[config.mk]
export PLATFORM = sky130hd
export DESIGN_NAME = uls_status
export DESIGN_NICKNAME = d
export VERILOG_FILES = /design/src/common/uls_pkg.sv /design/src/hdl/uls_sync.sv /design/src/hdl/uls_status.sv
export SDC_FILE = /design/constraint.sdc
export NUM_CORES = 1
export LEC_CHECK = 0
export BUFFER_PORTS_ARGS = -buffer_cell sky130_fd_sc_hd__clkbuf_2
export CAP_MARGIN = 20
export CELL_PAD_IN_SITES_DETAIL_PLACEMENT = 1
export CELL_PAD_IN_SITES_GLOBAL_PLACEMENT = 2
export CORE_MARGIN = 3
export CORE_UTILIZATION = 30
export CTS_BUF_LIST = sky130_fd_sc_hd__clkbuf_16
export DETAILED_ROUTE_END_ITERATION = 6
export PLACE_DENSITY_LB_ADDON = 0.08
export SLEW_MARGIN = 25
export SYNTH_ARGS = -nofsm -noshare
export SYNTH_HDL_FRONTEND = slang
export SYNTH_HIERARCHICAL = 1
export SYNTH_SLANG_ARGS = --single-unit
[constraint.sdc]
create_clock -name clk_sys_i -period 2.75 [get_ports clk_sys_i]
set_clock_uncertainty 0.1 [all_clocks]
set_input_delay 0.55 -clock clk_sys_i [delete_from_list [all_inputs] [get_ports clk_sys_i]]
set_output_delay 0.55 -clock clk_sys_i [all_outputs]
set_load 0.02 [all_outputs]
[src/common/uls_pkg.sv]
/*
 package for the line and modem status block: register map, field
 positions, reset values and the interrupt source layout.
 assumes a 32-bit apb with one aligned word per register.
*/
package uls_pkg;
   localparam int          ULS_AW          = 5;
   localparam int          ULS_DW          = 32;
   localparam logic [4:0]  ULS_OFF_LINE    = 5'h00;
   localparam logic [4:0]  ULS_OFF_MODEM   = 5'h04;
   localparam logic [4:0]  ULS_OFF_MCTRL   = 5'h08;
   localparam logic [4:0]  ULS_OFF_ISTAT   = 5'h0c;
   localparam logic [4:0]  ULS_OFF_IMASK   = 5'h10;
   // line_status_reg fields
   localparam int          ULS_LS_DR       = 0;
   localparam int          ULS_LS_OE       = 1;
   localparam int          ULS_LS_PE       = 2;
   localparam int          ULS_LS_FE       = 3;
   // modem_state_reg fields
   localparam int          ULS_MS_DCTS     = 0;
   localparam int          ULS_MS_DDSR     = 1;
   localparam int          ULS_MS_TERI     = 2;
   localparam int          ULS_MS_DCD      = 3;
   localparam int          ULS_MS_CTS      = 4;
   localparam int          ULS_MS_DSR      = 5;
   localparam int          ULS_MS_RI       = 6;
   localparam int          ULS_MS_CD       = 7;
   // modem_ctrl_reg fields
   localparam int          ULS_MC_DTR      = 0;
   localparam int          ULS_MC_RTS      = 1;
   localparam int          ULS_MC_OUT1     = 2;
   localparam int          ULS_MC_OUTA     = 3;
   localparam int          ULS_MC_LOOP     = 4;
   localparam int          ULS_MC_W        = 5;
   localparam logic [4:0]  ULS_MC_RST      = 5'h00;
   // interrupt sources
   localparam int          ULS_IRQ_MODEM   = 0;
   localparam int          ULS_IRQ_OVR     = 1;
   localparam int          ULS_IRQ_RXERR   = 2;
   localparam int          ULS_IRQ_RXDATA  = 3;
   localparam int          ULS_IRQ_W       = 4;
   localparam logic [3:0]  ULS_IMASK_RST   = 4'h0;
   localparam int          ULS_SYNC_STAGES = 2;
endpackage

[src/hdl/uls_sync.sv]
/*
 two-flop synchroniser for a group of independent level inputs.
 assumes each bit is a slow level; no bus coherency across bits.
*/
`timescale 1ns/1ps
module uls_sync
   import uls_pkg::*;
#(
   parameter int         W   = 4,
   parameter logic [W-1:0] RST = '0
)
(
   input  wire logic         clk_sys_i,
   input  wire logic         rst_b_i,
   input  wire logic [W-1:0] d_i,
   output logic      [W-1:0] q_o
);
   logic [W-1:0] meta_q;

   // first stage feeds only the second stage
   always_ff @(posedge clk_sys_i or negedge rst_b_i)
   begin
      if (!rst_b_i)
      begin
         meta_q <= RST;
         q_o    <= RST;
      end
      else
      begin
         meta_q <= d_i;
         q_o    <= meta_q;
      end
   end
endmodule

[src/hdl/uls_status.sv]
/*
 line and modem status logic for one uart channel, with an apb slave,
 a modem control register, loop-back and a maskable interrupt.
 assumes the receiver and receive fifo sit on clk_sys_i and report the
 head character's error flags; modem pins are asynchronous, active low.
*/
// Added by the designer: register access over APB and the address map.
// Functional notes
// - framing flag is 1 when the head character had no valid stop bit.
// - parity flag is 1 when the head character had bad parity, else 0.
// - a character done while the fifo is full sets overrun, unwritten.
// - data-ready reads 1 while any received character is held.
// - the change bits set on a modem input change, bit 2 on a call alert rise only; clear on a read.
// - bit 7 is inverted carrier detect, or user output a in loop-back.
// - bit 6 is inverted call alert, or user output one in loop-back.
// - bit 5 is inverted data-set-ready, or terminal-ready in loop-back.
// - bit 4 is inverted clear-to-send, or request-to-send in loop-back.
// - bits 3, 1 and 0 record any change of carrier, dsr and cts.
// - bit 2 sets only when the call alert input goes from 0 to 1.
// - a modem status interrupt is requested while any change bit is 1.
`timescale 1ns/1ps
module uls_status
   import uls_pkg::*;
(
   input  wire logic              clk_sys_i,
   input  wire logic              rst_b_i,
   input  wire logic              psel,
   input  wire logic              penable,
   input  wire logic              pwrite,
   input  wire logic [ULS_AW-1:0] paddr,
   input  wire logic [ULS_DW-1:0] pwdata,
   output logic      [ULS_DW-1:0] prdata,
   output logic                   pready,
   output logic                   pslverr,
   input  wire logic              rx_done_i,
   input  wire logic              rx_fifo_full_i,
   input  wire logic              rx_fifo_empty_i,
   input  wire logic              rx_head_ferr_i,
   input  wire logic              rx_head_perr_i,
   output logic                   rx_fifo_wr_o,
   input  wire logic              carrier_detect_in_n_i,
   input  wire logic              call_alert_in_n_i,
   input  wire logic              dsr_in_n_i,
   input  wire logic              cts_in_n_i,
   output logic                   dtr_n_o,
   output logic                   rts_n_o,
   output logic                   user_out_one_n_o,
   output logic                   user_out_a_n_o,
   output logic                   modem_irq_o,
   output logic                   irq_o
);
   logic [3:0]            pin_s;
   logic [ULS_MC_W-1:0]   mctrl_q;
   logic [ULS_IRQ_W-1:0]  istat_q;
   logic [ULS_IRQ_W-1:0]  imask_q;
   logic [ULS_IRQ_W-1:0]  ev;
   logic [3:0]            delta_q;
   logic [3:0]            delta_set;
   logic [3:0]            live_prev_q;
   logic                  started_q;
   logic                  ovr_q;
   logic [7:0]            line_v;
   logic [7:0]            modem_v;
   logic [3:0]            live;
   logic [ULS_DW-1:0]     rd_v;
   logic                  map_hit;
   logic                  setup;
   logic                  acc;
   logic                  wr_acc;
   logic                  rd_line;
   logic                  rd_modem;
   logic                  lerr_prev_q;
   logic                  rx_drop;

   // pins order: cd, ri, dsr, cts; reset to inactive (high)
   uls_sync #(
      .W   (4),
      .RST (4'hf)
   ) u_sync (
      .clk_sys_i (clk_sys_i),
      .rst_b_i   (rst_b_i),
      .d_i       ({carrier_detect_in_n_i, call_alert_in_n_i,
                   dsr_in_n_i, cts_in_n_i}),
      .q_o       (pin_s)
   );

   // apb decode; one wait-free access phase
   assign setup    = psel && !penable;
   assign acc      = psel && penable && pready;
   assign wr_acc   = acc && pwrite && !pslverr;
   assign rd_line  = acc && !pwrite && (paddr == ULS_OFF_LINE);
   assign rd_modem = acc && !pwrite && (paddr == ULS_OFF_MODEM);

   always_comb
   begin
      map_hit = 1'b1;
      rd_v    = '0;
      case (paddr)
         ULS_OFF_LINE:  rd_v[7:0] = line_v;
         ULS_OFF_MODEM: rd_v[7:0] = modem_v;
         ULS_OFF_MCTRL: rd_v[ULS_MC_W-1:0] = mctrl_q;
         ULS_OFF_ISTAT: rd_v[ULS_IRQ_W-1:0] = istat_q;
         ULS_OFF_IMASK: rd_v[ULS_IRQ_W-1:0] = imask_q;
         default:       map_hit = 1'b0;
      endcase
   end

   always_ff @(posedge clk_sys_i or negedge rst_b_i)
   begin
      if (!rst_b_i)
      begin
         pready  <= 1'b0;
         pslverr <= 1'b0;
         prdata  <= '0;
      end
      else
      begin
         pready  <= setup;
         pslverr <= setup && !map_hit;
         if (setup && !pwrite)
            prdata <= rd_v;
         else if (acc)
            prdata <= '0;
      end
   end

   // line status
   always_comb
   begin
      line_v             = '0;
      line_v[ULS_LS_DR]  = !rx_fifo_empty_i;
      line_v[ULS_LS_OE]  = ovr_q;
      line_v[ULS_LS_PE]  = rx_head_perr_i && !rx_fifo_empty_i;
      line_v[ULS_LS_FE]  = rx_head_ferr_i && !rx_fifo_empty_i;
   end

   assign rx_drop = rx_done_i && rx_fifo_full_i;

   // only the overrun that was actually read is cleared
   always_ff @(posedge clk_sys_i or negedge rst_b_i)
   begin
      if (!rst_b_i)
         ovr_q <= 1'b0;
      else if (rx_drop)
         ovr_q <= 1'b1;
      else if (rd_line && prdata[ULS_LS_OE])
         ovr_q <= 1'b0;
   end

   // a full fifo is never written, so its contents stay intact
   always_ff @(posedge clk_sys_i or negedge rst_b_i)
   begin
      if (!rst_b_i)
         rx_fifo_wr_o <= 1'b0;
      else
         rx_fifo_wr_o <= rx_done_i && !rx_fifo_full_i;
   end

   // modem control register and its pins; pins idle high in loop-back
   always_ff @(posedge clk_sys_i or negedge rst_b_i)
   begin
      if (!rst_b_i)
         mctrl_q <= ULS_MC_RST;
      else if (wr_acc && paddr == ULS_OFF_MCTRL)
         mctrl_q <= pwdata[ULS_MC_W-1:0];
   end

   always_ff @(posedge clk_sys_i or negedge rst_b_i)
   begin
      if (!rst_b_i)
      begin
         dtr_n_o          <= 1'b1;
         rts_n_o          <= 1'b1;
         user_out_one_n_o <= 1'b1;
         user_out_a_n_o   <= 1'b1;
      end
      else
      begin
         dtr_n_o          <= !mctrl_q[ULS_MC_DTR] || mctrl_q[ULS_MC_LOOP];
         rts_n_o          <= !mctrl_q[ULS_MC_RTS] || mctrl_q[ULS_MC_LOOP];
         user_out_one_n_o <= !mctrl_q[ULS_MC_OUT1] || mctrl_q[ULS_MC_LOOP];
         user_out_a_n_o   <= !mctrl_q[ULS_MC_OUTA] || mctrl_q[ULS_MC_LOOP];
      end
   end

   // live modem state, order cd, ri, dsr, cts
   always_comb
   begin
      if (mctrl_q[ULS_MC_LOOP])
         live = {mctrl_q[ULS_MC_OUTA], mctrl_q[ULS_MC_OUT1],
                 mctrl_q[ULS_MC_DTR], mctrl_q[ULS_MC_RTS]};
      else
         live = ~pin_s;
   end

   // change detection starts one cycle after reset so that the reset
   // value of the history does not fake a change
   always_ff @(posedge clk_sys_i or negedge rst_b_i)
   begin
      if (!rst_b_i)
      begin
         live_prev_q <= '0;
         started_q   <= 1'b0;
      end
      else
      begin
         live_prev_q <= live;
         started_q   <= 1'b1;
      end
   end

   // ri bit is the inverted pin, so pin 0->1 is a falling live bit
   always_comb
   begin
      delta_set              = '0;
      if (started_q)
      begin
         delta_set[ULS_MS_DCD]  = live[3] ^ live_prev_q[3];
         delta_set[ULS_MS_TERI] = live_prev_q[2] && !live[2];
         delta_set[ULS_MS_DDSR] = live[1] ^ live_prev_q[1];
         delta_set[ULS_MS_DCTS] = live[0] ^ live_prev_q[0];
      end
   end

   // clear only the bits the read returned; a new set always wins
   always_ff @(posedge clk_sys_i or negedge rst_b_i)
   begin
      if (!rst_b_i)
         delta_q <= '0;
      else if (rd_modem)
         delta_q <= (delta_q & ~prdata[3:0]) | delta_set;
      else
         delta_q <= delta_q | delta_set;
   end

   assign modem_v = {live, delta_q};

   always_ff @(posedge clk_sys_i or negedge rst_b_i)
   begin
      if (!rst_b_i)
         modem_irq_o <= 1'b0;
      else
         modem_irq_o <= |delta_q;
   end

   // interrupt events: sticky, write one to clear, set beats clear
   always_ff @(posedge clk_sys_i or negedge rst_b_i)
   begin
      if (!rst_b_i)
         lerr_prev_q <= 1'b0;
      else
         lerr_prev_q <= line_v[ULS_LS_PE] || line_v[ULS_LS_FE];
   end

   always_comb
   begin
      ev                 = '0;
      ev[ULS_IRQ_MODEM]  = |delta_set;
      ev[ULS_IRQ_OVR]    = rx_drop;
      ev[ULS_IRQ_RXERR]  = (line_v[ULS_LS_PE] || line_v[ULS_LS_FE])
                           && !lerr_prev_q;
      ev[ULS_IRQ_RXDATA] = rx_done_i && !rx_fifo_full_i;
   end

   always_ff @(posedge clk_sys_i or negedge rst_b_i)
   begin
      if (!rst_b_i)
         istat_q <= '0;
      else if (wr_acc && paddr == ULS_OFF_ISTAT)
         istat_q <= (istat_q & ~pwdata[ULS_IRQ_W-1:0]) | ev;
      else
         istat_q <= istat_q | ev;
   end

   always_ff @(posedge clk_sys_i or negedge rst_b_i)
   begin
      if (!rst_b_i)
         imask_q <= ULS_IMASK_RST;
      else if (wr_acc && paddr == ULS_OFF_IMASK)
         imask_q <= pwdata[ULS_IRQ_W-1:0];
   end

   // level output lags the status bits by one cycle
   always_ff @(posedge clk_sys_i or negedge rst_b_i)
   begin
      if (!rst_b_i)
         irq_o <= 1'b0;
      else
         irq_o <= |(istat_q & imask_q);
   end
endmodule

==> out/results.ini <==
[synthesis]
synth_top_area_cell = dfrtp_1
synth.most_common_cell = dfrtp_1
avgSynthCellArea_um2 = 11.8
post_synth_inst_count = 186
ys_warn_count = 6
synth_edf_count = 0
synth_top_cells_by_area = dfrtp_1, dfstp_2, buf_4
ys_ff_latch = 49
synth_top_cell_area_share_pct = 42.0
async_flop_share_pct = 100
synth_commonest_cells = dfrtp_1, buf_4, nand2_1
synthDistinctLibCells = 38
synth_flop_cell = dfrtp_1
ys_seq_area_share_pct = 56.3
netlist_area_um2 = 2200

[detailed_routing]
drcViolationCount = 0
avgRoutedWirePerCell_um = 16.4
vias = 1504
antenna_left = 0
vias_per_cell = 4.57
dr.pass1.iters = 4
routed_wl_um = 5390
drt_iter0_markers = 46

[timing]
fin_crit_sh_pct = 72.2
rsz0062_at_grt = false
setup_tns_ns = 0
hold_viol = 0
fmax_mhz = 503
layout_setup_ws_ns = 0.764
setup_viol = 0
worst_pin_slew_ns = 0.642
maxSlewViolCount = 0
finalCriticalPeriod_ns = 1.99
slew_headroom_pct = 57.2

[flow_run]
cap_viol_max_count = 0

[cts]
cts.repair.resized = 0
numClockSinks = 49
cts-htree-levels = 2
cts_root_buffer = clkbuf_16
cts_tree = done
clk_path_buf_depth = 2
ctsHoldBuffers = 0
clkTransAtPathRegs_ns = 0.07
numCtsBuffers = 5
cts_setup_buffers = 0
clk_latency_ns = 0.28

[final_layout]
diodes = 0
fill_cells = 796
drive_gt1_share_pct = 32.6
syn_to_final_growth_pct = 17.3
final_nets = 283

[worst_hold_path]
hold_path.class = in -> async

[floorplanning]
die-height_um = 91.7
die_area_um2 = 8410
num_rows = 30
io_pins = 92
coreArea_um2 = 6940
die_x_um = 91.7
initial_core_util_pct = 31.7

[global_routing]
grt_pass1_vias = 1587
grt.overflow.total = 0
grt_pass1_wl_um = 8570
gr-usage-met3_pct = 2.79
antenna_found_initial = 0
busiest_layer = met2
grt_usage_pct = 13.1
grt_util_met2_pct = 22.5
gr-usage-met1_pct = 16.9
grt_max_degree = 29

[setup_path]
crit_start = mctrl_q[4]
end_kind = flip-flop
r2r_cells = 4
r2r_end = istat_q[0]
cpMaxStageDelayCell = dfrtp_1
critPathMaxStageDelay_ns = 0.58
path_class = reg -> reg
worstPathCellList = mux2i_1 > xnor2_1 > a2111o_1 > a22o_1
start_kind = flip-flop
cp.arrival_ns = 2.06
rrSetupSlack_ns = 0.76
endpoint = istat_q[0]
required_ns = 2.82
crit_fanout = 12
timing.rr.start = mctrl_q[4]

[placement]
place.gp.congestion = 0.726
pre_cts_ws_ns = 0.453
dp_hpwl_um = 4080
io_buffers = 40

[run_status]
status = finished, final reports clean

[power]
p_per_area_nw_per_um2 = 579
power.leakage_nw = 1.22
ir_drop_mv = 0.183
fin_total_pwr_w = 0.00150

==> worst min path at each step <==
| stage | from | end | slack (ns) |
|---|---|---|---|
| after detailed placement | u_sync/meta_q[1] | u_sync/q_o[1] | 0.25 |
| after CTS | rst_b_i | lerr_prev_q | 0.21 |
| after floorplan | rst_b_i | delta_q[0] | 0.15 |
| after global placement | u_sync/meta_q[3] | u_sync/q_o[3] | 0.25 |
| after global routing | rst_b_i | istat_q[2] | 0.23 |
| final | rst_b_i | lerr_prev_q | 0.18 |
==> layout by cell type, fill, tap and decap left out, types with 6 or more instances in the layout <==
cell / instances
o21ai_0: 7
nand2b_1: 7
inv_1: 10
dfrtp_1: 37
nand2_1: 21
a22o_1: 6
conb_1: 25
nor2_1: 10
mux2_2: 9
clkbuf_2: 40
dfstp_2: 12
==> stage by stage <==
step / util, % / std cells / instance area (µm²) / hold slack (ns)
finish: 37.2 / 329 / 2580 / 0.179
global route: 37.2 / 329 / 2580 / 0.227
CTS: 37.2 / 329 / 2580 / 0.211
detailed placement: 35.2 / 321 / 2440 / 0.247
global placement: 35.2 / 321 / 2440 / 0.246
floorplan: - / 209 / 2290 / 0.154
==> cells by family after synthesis <==
group,Yosys count,synth area share [%]
AOI/OAI and AO/OA,30,10.3
and+or+nand+nor,51,12.8
DFF,49,56.3
xor gates and xnor gates,3,1.19
other,2,0.341
muxes,15,8.46
buffers and inverters,36,10.6
==> metal layers <==
| layer | routed length, µm | up-vias |
|---|---|---|
| met5 | 0 | - |
| met4 | 46 | 0 |
| met3 | 297 | 6 |
| met2 | 2640 | 54 |
| met1 | 2400 | 753 |
| li1 | - | 691 |
==> where the power goes <==
part,internal [W],switching [W],total (W)
combinational,0.0000431,0.000104,0.000147
sequential,0.000749,0.0000144,0.000763
clock,0.000331,0.000256,0.000587
total,0.00112,0.000374,0.00150
==> sequential cells by signal (all words and copies together), names as in the netlist, 4 cells and up <==
name,flops
u_sync/meta_q,4
live_prev_q,4
mctrl_q,5
istat_q,4
delta_q,4
prdata,8
imask_q,4
u_sync/q_o,4
==> worst max-delay path, delay by kind of cell (launching register included) <==
| family | cells | cell delay [ns] |
|---|---|---|
| compound gates | 2 | 0.63 |
| xor+xnor | 1 | 0.15 |
| flops | 1 | 0.58 |
| mux | 1 | 0.41 |
==> final cells by class <==
class	count	area, µm²	share of cell area, %
multi-input combinational	124	815	31.5
sequential	49	1240	48.0
timing repair buffer	43	235	9.10
tap	96	120	4.65
clock buffer	5	125	4.84
inverter	9	33.8	1.31
clock inverter	3	13.8	0.533
Power figures use the tool's default switching activity.
